[src/scmc_consts.svh]
// Purpose: Constants for the system clock and mode control block
// Assumes: Byte registers on a plain strobe port
// Notes: Offsets, fields, reset values and timing counts
`ifndef SCMC_CONSTS_SVH
`define SCMC_CONSTS_SVH
`define SCMC_ADDR_W 3
`define SCMC_OFF_SYS_CLK_CTRL 3'h0
`define SCMC_OFF_FAST_OSC_CTRL 3'h1
`define SCMC_OFF_IRQ_STATUS 3'h2
`define SCMC_OFF_IRQ_MASK 3'h3
`define SCMC_OFF_MODE_STATUS 3'h4
`define SCMC_SEL_MSB 7
`define SCMC_SEL_LSB 5
`define SCMC_HS_KEEP_BIT 1
`define SCMC_LS_KEEP_BIT 0
`define SCMC_FREQ_MSB 3
`define SCMC_FREQ_LSB 2
`define SCMC_STABLE_BIT 1
`define SCMC_HS_EN_BIT 0
`define SCMC_SEL_LOW_SPEED 3'h7
`define SCMC_SYS_CLK_CTRL_RST 8'h00
`define SCMC_FREQ_RST 2'h0
`define SCMC_HS_EN_RST 1'b1
`define SCMC_SWITCH_BASE_PERIODS 4'h4
`define SCMC_DIV_W 6
`define SCMC_LS_SETTLE_W 4
`define SCMC_LS_SETTLE 4'h8
`endif

[src/scmc_pkg.sv]
// Purpose: Types for the system clock and mode control block
// Assumes: Used with scmc_consts.svh
// Notes: Types only
package scmc_pkg;
    typedef enum logic [2:0] {
        scmc_fast,
        scmc_slow,
        scmc_sleep,
        scmc_idle_low_speed_only,
        scmc_idle_dual_clock,
        scmc_idle_high_speed_only
    } scmc_mode_type;
    typedef enum logic [1:0] {
        scmc_sw_idle,
        scmc_sw_count,
        scmc_sw_wait_target
    } scmc_switch_type;
endpackage : scmc_pkg

[src/scmc_system_clock_mode_control.sv]
// Purpose: System clock source selection and low-power mode control
// Assumes: All oscillator clocks appear as enables/levels sampled on clk
// Notes: System clock leaves as a clock enable pulse, one per divided period
// Behaviour
// Select codes 0-6 divide fast clock by 1..64; code 7 picks slow clock
// Halt with both keep bits low enters sleep, stopping CPU and slow clock
// In sleep the low RC clock runs only while watchdog is enabled
// Halt with only slow keep bit high: CPU off, slow oscillator runs
// Halt with both keep bits high: CPU off, both oscillators run
// Halt with only fast keep bit high: CPU off, fast runs, slow stops
// In slow mode the fast clock runs only while its enable bit is set; the code also runs it while a fast select code is written but not yet active
// New source takes effect after four current periods plus target alignment
// Frequency codes map 8,12,16,8 MHz; new value applies once stable
// Enabling or refreshing frequency clears stable flag until oscillator settles
// Fast oscillator enable starts or stops it; power-on value is one
// Software should match frequency code to the one-time option
// Switch to slow completes only after the low RC oscillator is stable
// Software polls the stable flag before relying on a restarted fast clock
// Sleep stops system clock and fetch; state is held unchanged
// Halt sets power-down flag and clears watchdog timeout flag
// Halt clears the watchdog counter; it resumes only if enabled
// Unimplemented register bits read as zero
// Source and divider changes happen only on clock boundaries, glitch-free
`include "scmc_consts.svh"
`timescale 1ns/10ps
`default_nettype none
module scmc_system_clock_mode_control (
    input wire logic clk,
    input wire logic srst,
    input wire logic [`SCMC_ADDR_W-1:0] addr,
    input wire logic [7:0] wdata,
    input wire logic wr_en,
    input wire logic rd_en,
    output logic [7:0] rdata,
    input wire logic halt_exec,
    input wire logic wake_event,
    input wire logic watchdog_function_en,
    input wire logic hs_rc_tick,
    input wire logic hs_rc_ready,
    input wire logic ls_rc_tick,
    input wire logic ls_rc_ready,
    output logic system_clock_out,
    output logic cpu_run,
    output logic high_speed_rc_osc_en,
    output logic [1:0] hs_freq_mhz_code,
    output logic low_speed_rc_osc_en,
    output logic low_rc_clock_en,
    output logic fast_periph_clk_en,
    output logic slow_periph_clk_en,
    output logic power_down_flag_set,
    output logic watchdog_timeout_flag_clr,
    output logic watchdog_counter_clr,
    output logic irq
);
    logic [2:0] sys_clk_select;
    logic hs_osc_keep_alive;
    logic ls_osc_keep_alive;
    logic [1:0] hs_rc_freq_select;
    logic [1:0] freq_applied;
    logic hs_rc_stable_flag;
    logic hs_rc_enable;
    logic [2:0] sel_active;
    logic [2:0] sel_target;
    logic [3:0] sw_count;
    logic [`SCMC_DIV_W-1:0] div_cnt;
    logic [`SCMC_LS_SETTLE_W-1:0] ls_settle;
    logic ls_stable;
    logic [2:0] irq_status;
    logic [2:0] irq_mask;
    logic next_sys_tick;
    logic src_tick;
    logic div_hit;
    logic [`SCMC_DIV_W-1:0] div_mask;
    logic cpu_on;
    logic hs_need;
    logic ls_need;
    logic sw_done;
    scmc_pkg::scmc_mode_type mode;
    scmc_pkg::scmc_switch_type sw_state;

    // Control register writes
    always_ff @(posedge clk) begin
        if (srst) begin
            sys_clk_select <= 3'(`SCMC_SYS_CLK_CTRL_RST >> `SCMC_SEL_LSB);
            hs_osc_keep_alive <= 1'b0;
            ls_osc_keep_alive <= 1'b0;
            hs_rc_freq_select <= `SCMC_FREQ_RST;
            hs_rc_enable <= `SCMC_HS_EN_RST;
        end else if (wr_en) begin
            if (addr == `SCMC_OFF_SYS_CLK_CTRL) begin
                sys_clk_select <= wdata[`SCMC_SEL_MSB:`SCMC_SEL_LSB];
                hs_osc_keep_alive <= wdata[`SCMC_HS_KEEP_BIT];
                ls_osc_keep_alive <= wdata[`SCMC_LS_KEEP_BIT];
            end
            if (addr == `SCMC_OFF_FAST_OSC_CTRL) begin
                hs_rc_freq_select <= wdata[`SCMC_FREQ_MSB:`SCMC_FREQ_LSB];
                hs_rc_enable <= wdata[`SCMC_HS_EN_BIT];
            end
        end
    end

    // Stable flag: cleared on enable or frequency write, set when oscillator ready
    always_ff @(posedge clk) begin
        if (srst) begin
            hs_rc_stable_flag <= 1'b0;
            freq_applied <= `SCMC_FREQ_RST;
        end else if (wr_en && addr == `SCMC_OFF_FAST_OSC_CTRL
                     && (wdata[`SCMC_HS_EN_BIT]
                         || wdata[`SCMC_FREQ_MSB:`SCMC_FREQ_LSB] != hs_rc_freq_select)) begin
            hs_rc_stable_flag <= 1'b0;
        end else if (!high_speed_rc_osc_en) begin
            hs_rc_stable_flag <= 1'b0;
        end else if (hs_rc_ready && !hs_rc_stable_flag) begin
            hs_rc_stable_flag <= 1'b1;
            freq_applied <= hs_rc_freq_select;
        end
    end

    // Code 3 maps to the same frequency as code 0
    always_comb begin
        hs_freq_mhz_code = (freq_applied == 2'h3) ? 2'h0 : freq_applied;
    end

    // Low RC settle counter after it starts
    always_ff @(posedge clk) begin
        if (srst || !low_speed_rc_osc_en) begin
            ls_settle <= '0;
        end else if (ls_rc_ready && ls_rc_tick && ls_settle != `SCMC_LS_SETTLE) begin
            ls_settle <= ls_settle + 4'h1;
        end
    end
    assign ls_stable = (ls_settle == `SCMC_LS_SETTLE);

    // Operating mode
    always_ff @(posedge clk) begin
        if (srst) begin
            mode <= scmc_pkg::scmc_fast;
        end else begin
            case (mode)
                scmc_pkg::scmc_fast, scmc_pkg::scmc_slow: begin
                    if (halt_exec) begin
                        case ({hs_osc_keep_alive, ls_osc_keep_alive})
                            2'b00: mode <= scmc_pkg::scmc_sleep;
                            2'b01: mode <= scmc_pkg::scmc_idle_low_speed_only;
                            2'b11: mode <= scmc_pkg::scmc_idle_dual_clock;
                            default: mode <= scmc_pkg::scmc_idle_high_speed_only;
                        endcase
                    end else begin
                        mode <= (sel_active == `SCMC_SEL_LOW_SPEED)
                            ? scmc_pkg::scmc_slow : scmc_pkg::scmc_fast;
                    end
                end
                default: begin
                    if (wake_event) begin
                        mode <= (sel_active == `SCMC_SEL_LOW_SPEED)
                            ? scmc_pkg::scmc_slow : scmc_pkg::scmc_fast;
                    end
                end
            endcase
        end
    end

    assign cpu_on = (mode == scmc_pkg::scmc_fast) || (mode == scmc_pkg::scmc_slow);

    // Oscillator needs per mode
    always_comb begin
        case (mode)
            scmc_pkg::scmc_fast: begin
                hs_need = hs_rc_enable || (sel_active != `SCMC_SEL_LOW_SPEED);
                ls_need = 1'b1;
            end
            scmc_pkg::scmc_slow: begin
                // A pending return to fast restarts the fast oscillator
                hs_need = hs_rc_enable || (sys_clk_select != `SCMC_SEL_LOW_SPEED);
                ls_need = 1'b1;
            end
            scmc_pkg::scmc_idle_low_speed_only: begin
                hs_need = 1'b0;
                ls_need = 1'b1;
            end
            scmc_pkg::scmc_idle_dual_clock: begin
                hs_need = 1'b1;
                ls_need = 1'b1;
            end
            scmc_pkg::scmc_idle_high_speed_only: begin
                hs_need = 1'b1;
                ls_need = 1'b0;
            end
            default: begin
                hs_need = 1'b0;
                ls_need = 1'b0;
            end
        endcase
    end

    // Oscillator enables and peripheral clocks
    always_ff @(posedge clk) begin
        if (srst) begin
            high_speed_rc_osc_en <= 1'b1;
            low_speed_rc_osc_en <= 1'b1;
            low_rc_clock_en <= 1'b1;
            fast_periph_clk_en <= 1'b1;
            slow_periph_clk_en <= 1'b1;
            cpu_run <= 1'b1;
        end else begin
            high_speed_rc_osc_en <= hs_need;
            fast_periph_clk_en <= hs_need && hs_rc_stable_flag;
            slow_periph_clk_en <= ls_need;
            low_speed_rc_osc_en <= ls_need || watchdog_function_en;
            low_rc_clock_en <= (mode == scmc_pkg::scmc_sleep)
                ? watchdog_function_en : 1'b1;
            cpu_run <= cpu_on;
        end
    end

    // Halt side effects
    always_ff @(posedge clk) begin
        if (srst) begin
            power_down_flag_set <= 1'b0;
            watchdog_timeout_flag_clr <= 1'b0;
            watchdog_counter_clr <= 1'b0;
        end else begin
            power_down_flag_set <= halt_exec && cpu_on;
            watchdog_timeout_flag_clr <= halt_exec && cpu_on;
            watchdog_counter_clr <= halt_exec && cpu_on;
        end
    end

    // Source switch sequencer
    always_ff @(posedge clk) begin
        if (srst) begin
            sw_state <= scmc_pkg::scmc_sw_idle;
            sel_active <= 3'h0;
            sel_target <= 3'h0;
            sw_count <= 4'h0;
        end else begin
            case (sw_state)
                scmc_pkg::scmc_sw_idle: begin
                    if (sys_clk_select != sel_active) begin
                        sel_target <= sys_clk_select;
                        sw_count <= 4'h0;
                        sw_state <= scmc_pkg::scmc_sw_count;
                    end
                end
                scmc_pkg::scmc_sw_count: begin
                    if (system_clock_out) begin
                        if (sw_count == `SCMC_SWITCH_BASE_PERIODS - 4'h1) begin
                            sw_state <= scmc_pkg::scmc_sw_wait_target;
                        end else begin
                            sw_count <= sw_count + 4'h1;
                        end
                    end
                end
                scmc_pkg::scmc_sw_wait_target: begin
                    if (sw_done) begin
                        sel_active <= sel_target;
                        sw_state <= scmc_pkg::scmc_sw_idle;
                    end
                end
                default: sw_state <= scmc_pkg::scmc_sw_idle;
            endcase
        end
    end

    // Target must be running; slow needs stable low RC
    // Fast targets switch where every divider ends a period
    always_comb begin
        if (sel_target == `SCMC_SEL_LOW_SPEED) begin
            sw_done = ls_stable && ls_rc_tick;
        end else begin
            sw_done = hs_rc_stable_flag && hs_rc_tick && div_cnt == '1;
        end
    end

    // Divider for fast clock
    always_comb begin
        div_mask = `SCMC_DIV_W'((7'h1 << sel_active) - 7'h1);
    end

    always_ff @(posedge clk) begin
        if (srst) begin
            div_cnt <= '0;
        end else if (hs_rc_tick) begin
            div_cnt <= div_cnt + `SCMC_DIV_W'(1);
        end
    end

    always_comb begin
        div_hit = hs_rc_tick && ((div_cnt & div_mask) == div_mask);
        src_tick = (sel_active == `SCMC_SEL_LOW_SPEED) ? ls_rc_tick : div_hit;
        next_sys_tick = src_tick && cpu_on;
    end

    always_ff @(posedge clk) begin
        if (srst) begin
            system_clock_out <= 1'b0;
        end else begin
            system_clock_out <= next_sys_tick;
        end
    end

    // Interrupt: halt entry, switch complete, fast oscillator stable
    always_ff @(posedge clk) begin
        if (srst) begin
            irq_status <= 3'h0;
            irq_mask <= 3'h0;
        end else begin
            irq_status <= ((rd_en && addr == `SCMC_OFF_IRQ_STATUS) ? 3'h0 : irq_status)
                | {hs_rc_ready && !hs_rc_stable_flag && high_speed_rc_osc_en,
                   sw_state == scmc_pkg::scmc_sw_wait_target && sw_done,
                   halt_exec && cpu_on};
            if (wr_en && addr == `SCMC_OFF_IRQ_MASK) begin
                irq_mask <= wdata[2:0];
            end
        end
    end
    assign irq = |(irq_status & irq_mask);

    // Read port
    always_ff @(posedge clk) begin
        if (srst) begin
            rdata <= 8'h00;
        end else if (rd_en) begin
            case (addr)
                `SCMC_OFF_SYS_CLK_CTRL:
                    rdata <= {sys_clk_select, 3'h0, hs_osc_keep_alive, ls_osc_keep_alive};
                `SCMC_OFF_FAST_OSC_CTRL:
                    rdata <= {4'h0, hs_rc_freq_select, hs_rc_stable_flag, hs_rc_enable};
                `SCMC_OFF_IRQ_STATUS: rdata <= {5'h00, irq_status};
                `SCMC_OFF_IRQ_MASK: rdata <= {5'h00, irq_mask};
                `SCMC_OFF_MODE_STATUS: rdata <= {2'h0, sel_active, mode};
                default: rdata <= 8'h00;
            endcase
        end else begin
            rdata <= 8'h00;
        end
    end
endmodule : scmc_system_clock_mode_control
`default_nettype wire

[config.mk]
export PLATFORM = sky130hd
export DESIGN_NAME = scmc_system_clock_mode_control
export DESIGN_NICKNAME = d
export VERILOG_FILES = /design/src/scmc_pkg.sv /design/src/scmc_system_clock_mode_control.sv
export VERILOG_INCLUDE_DIRS = /design/src
export SDC_FILE = /design/constraint.sdc
export NUM_CORES = 1
export LEC_CHECK = 0
export BUFFER_PORTS_ARGS = -buffer_cell sky130_fd_sc_hd__buf_2
export CAP_MARGIN = 20
export CORE_ASPECT_RATIO = 0.75
export CORE_UTILIZATION = 40
export DETAILED_ROUTE_END_ITERATION = 7
export GPL_ROUTABILITY_DRIVEN = 0
export PLACE_DENSITY = 0.63
export SLEW_MARGIN = 20
export SYNTH_ARGS = -nofsm -noshare
export SYNTH_HDL_FRONTEND = slang
export SYNTH_SLANG_ARGS = --single-unit
[constraint.sdc]
create_clock -name clk -period 1.95 [get_ports clk]
set_input_delay 0.39 -clock clk [delete_from_list [all_inputs] [get_ports clk]]
set_output_delay 0.39 -clock clk [all_outputs]
set_load 0.05 [all_outputs]
==> flow_metrics.tcl <==
set metrics [dict create \
    worstSetupEndpointType "register" \
    h-tree-depth 3 \
    combPwrFrac 0.101 \
    synth-adder-area-share 0.03839 \
    worst_pin_slew_ns 0.5168 \
    ant_nets 0 \
    slew_violations 0 \
    muxShareOfSynthArea 0.1060 \
    cts-buffers-inserted 9 \
    dominantRegCellSynth "dfxtp_1" \
    vias 2094 \
    yosys_warnings 0 \
    die_area_sq_um 6849 \
    diodes 0 \
    dpl.hpwl_microns 4112 \
    cp.arrival_ns 1.93 \
    timing_hold_violations_final 0 \
    max_slew_margin 0.6506 \
    power.density_nw_per_um2 843.6 \
    area_growth_pct 19.63 \
    root_buffer "clkbuf_8" \
    hp-class "primary input to register" \
    timing.setup.tns_ns 0 \
    swShare 0.2460 \
    clk_pin_slew_ns 0.06 \
    synth_compound_area_frac 0.09597 \
    hold_path_depth 2 \
    max_stage_delay_ns 0.53 \
    pwr-share-clk 0.421 \
    rr_worst_depth 6 \
    path_max_fanout 4 \
    cap_violations 0 \
    rsz0062_at_grt "no" \
    std_cell_rows 25 \
    netlist_area_sq_um 2608 \
    fp.dieH_microns 71.92 \
    vias_per_cell 5.083 \
    clockBufferDepth 2 \
    io_pins 43 \
    grt_overflow 0 \
    finalSetupViolCount 0 \
    netlist.area_leader.share 0.4453 \
    first_pass_iters 5 \
    p_sw_uw 647.4 \
    synthesis.nets 307 \
    ir_worst_vdd_v 0.0004224 \
    clk-insertion-delay-late_ns 0.33 \
    crit_chain "ha_1, nand4_1, nor4b_1, o21ai_2, mux2i_1, nor2_1" \
    instances_no_fill 412 \
    cts_tree "done" \
    grt_use_total 0.1809 \
    skew_ns 0.005604 \
    port_buffers 41 \
    synth_largest_area_cell "dfxtp_1" \
    cts.sinks 58 \
    wire_per_inst_microns 13.65 \
    synth_seq_cells 58 \
    synth_cell_types 51 \
    seq_area_sq_um 1161 \
    multi_input_area_sq_um 1345 \
    drive_above_1_share 0.2266 \
    drtIter0Drc 109 \
    p_leak_nw 1.359 \
    drc 0 \
    synth_area_leaders "dfxtp_1, mux2i_1, nor2_1, ha_1, nand2_1" \
    ys_seq_area_frac 0.4453 \
    synth_xor_area_frac 0.05038 \
    antenna_found_initial 0 \
    synthSimpleGateAreaFrac 0.2236 \
    grt_first_pass_wirelength_microns 9280 \
    grt_pass1_vias 1878 \
    nets 356 \
    outcome "finished clean" \
    n_fill_cell 604 \
    crit_slowest_cell "nor4b_1" \
    p_int_mw 1.984 \
    routed_wl_microns 5624 \
    synthArstFlopShare 0 \
    synth_edf_count 0 \
    grt_max_degree 35 \
    avgSynthCellArea_sq_um 9.413 \
    start_util 0.4147 \
    core_area_sq_um 6287 \
    seq_power_share 0.478 \
    min_period_ns 1.725 \
    startpoint_type "register" \
    synth_cells 277 \
    synth_top_family_by_area "simple AND/OR/NAND/NOR gates" \
    fmax_mhz 579.7 \
    finalCritPeriodShare 0.8846 \
    dp.cells 396 \
    cp.required_ns 2.16 \
    chipWidth_microns 95.23 \
    crit_type "register to register" \
]
==> repair_timing <==
action | 4_1_cts | 5_1_grt
hold buffers | 0 | 0
gates resized for setup | 0 | 1
setup endpoints to repair | 0 | 1
buffers inserted | 0 | 0
==> worst paths after layout <==
kind	from	end	slack (ns)
max	div_cnt[0]$_SDFFE_PP0P_	sel_active[2]$_SDFFE_PP0P_	0.22
min	watchdog_function_en	low_rc_clock_en$_SDFF_PP1_	0.26
max reg2reg	div_cnt[0]$_SDFFE_PP0P_	sel_active[2]$_SDFFE_PP0P_	0.22
min reg2reg	sw_count[3]$_SDFFE_PP0P_	sw_count[2]$_SDFFE_PP0P_	0.47
==> worst max-delay path: cells and delay by family (launching register included) <==
| kind | cells | cell delay, ns |
|---|---|---|
| muxes | 1 | 0.18 |
| DFF | 1 | 0.33 |
| and+or+nand+nor | 3 | 0.75 |
| adders and majority gates | 1 | 0.16 |
| AOI/OAI and AO/OA | 1 | 0.19 |
==> area by class of cell <==
type | count | area share
Clock buffer | 14 | 0.05215
Clock inverter | 2 | 0.01123
Sequential cell | 58 | 0.3722
Tap cell | 81 | 0.03249
Multi-Input combinational cell | 197 | 0.4312
Timing Repair Buffer | 51 | 0.08985
Inverter | 9 | 0.01083
==> through the flow <==
step	util	power (mW)	setup WS, ns	cell area [sq um]	hold WS (ns)
2_1_floorplan	-	1.463	0.3505	2608	0.4356
3_3_place_gp	0.4641	1.545	0.1857	2918	0.4551
3_5_place_dp	0.4641	1.548	0.1288	2918	0.4611
4_1_cts	0.4955	2.660	0.1308	3115	0.2424
5_1_grt	0.4961	2.759	0.08267	3119	0.2461
6_report	0.4961	2.631	0.2249	3119	0.2572
==> placed cells by master (no fill, tap or decap), types with 5 or more instances in the layout <==
| cell | n |
|---|---|
| xnor2_1 | 6 |
| ha_1 | 8 |
| inv_1 | 8 |
| nand2_1 | 21 |
| nor2b_1 | 9 |
| dfxtp_1 | 58 |
| a21oi_1 | 10 |
| xor2_1 | 9 |
| nor2_1 | 43 |
| buf_2 | 41 |
| nand3_1 | 5 |
| clkbuf_8 | 11 |
| o21ai_0 | 5 |
| buf_4 | 10 |
| mux2i_1 | 22 |
==> state kept, by name, indices dropped and copies added, names as in the netlist, 2 cells and up <==
name               flops
rdata                  8
div_cnt                6
ls_settle              4
sw_count               4
irq_mask               3
irq_status             3
mode                   3
sel_active             3
sel_target             3
sys_clk_select         3
freq_applied           2
hs_rc_freq_select      2
sw_state               2
==> synthesized netlist by cell type (all sizes together) (3+ instances only) <==
library cell,count
a211oi,3
a21oi,10
and2,3
and3,4
buf,8
clkbuf,5
dfxtp,58
ha,8
inv,8
mux2i,22
nand2,21
nand2b,4
nand3,5
nand3b,4
nand4,4
nor2,44
nor2b,9
nor3,4
nor4,3
o21ai,6
xnor2,6
xor2,9
==> per-layer routing <==
| layer | global-route usage | wire (microns) | up-vias |
|---|---|---|---|
| li1 | - | - | 1056 |
| met5 | 0 | 0 | - |
| met1 | 0.2687 | 2989 | 983 |
| met3 | 0.06080 | 251 | 5 |
| met4 | 0.05556 | 53 | 0 |
| met2 | 0.2437 | 2329 | 50 |
==> power groups by stage <==
stage               Sequential [mW]  Combinational [mW]  Clock, mW
finish                         1.26               0.266       1.11
global route                   1.26               0.291       1.21
CTS                            1.26               0.266       1.14
detailed placement             1.28               0.265          0
global placement               1.28               0.263          0
floorplan                      1.32               0.146          0
==> cells by family after synthesis <==
family / count (synthesis)
buffers and inverters: 22
DFF: 58
xor gates and xnor gates: 15
and+or+nand+nor: 115
muxes: 25
AOI/OAI and AO/OA: 34
adders and majority gates: 8
No activity file was read; power rests on OpenSTA's default activity.
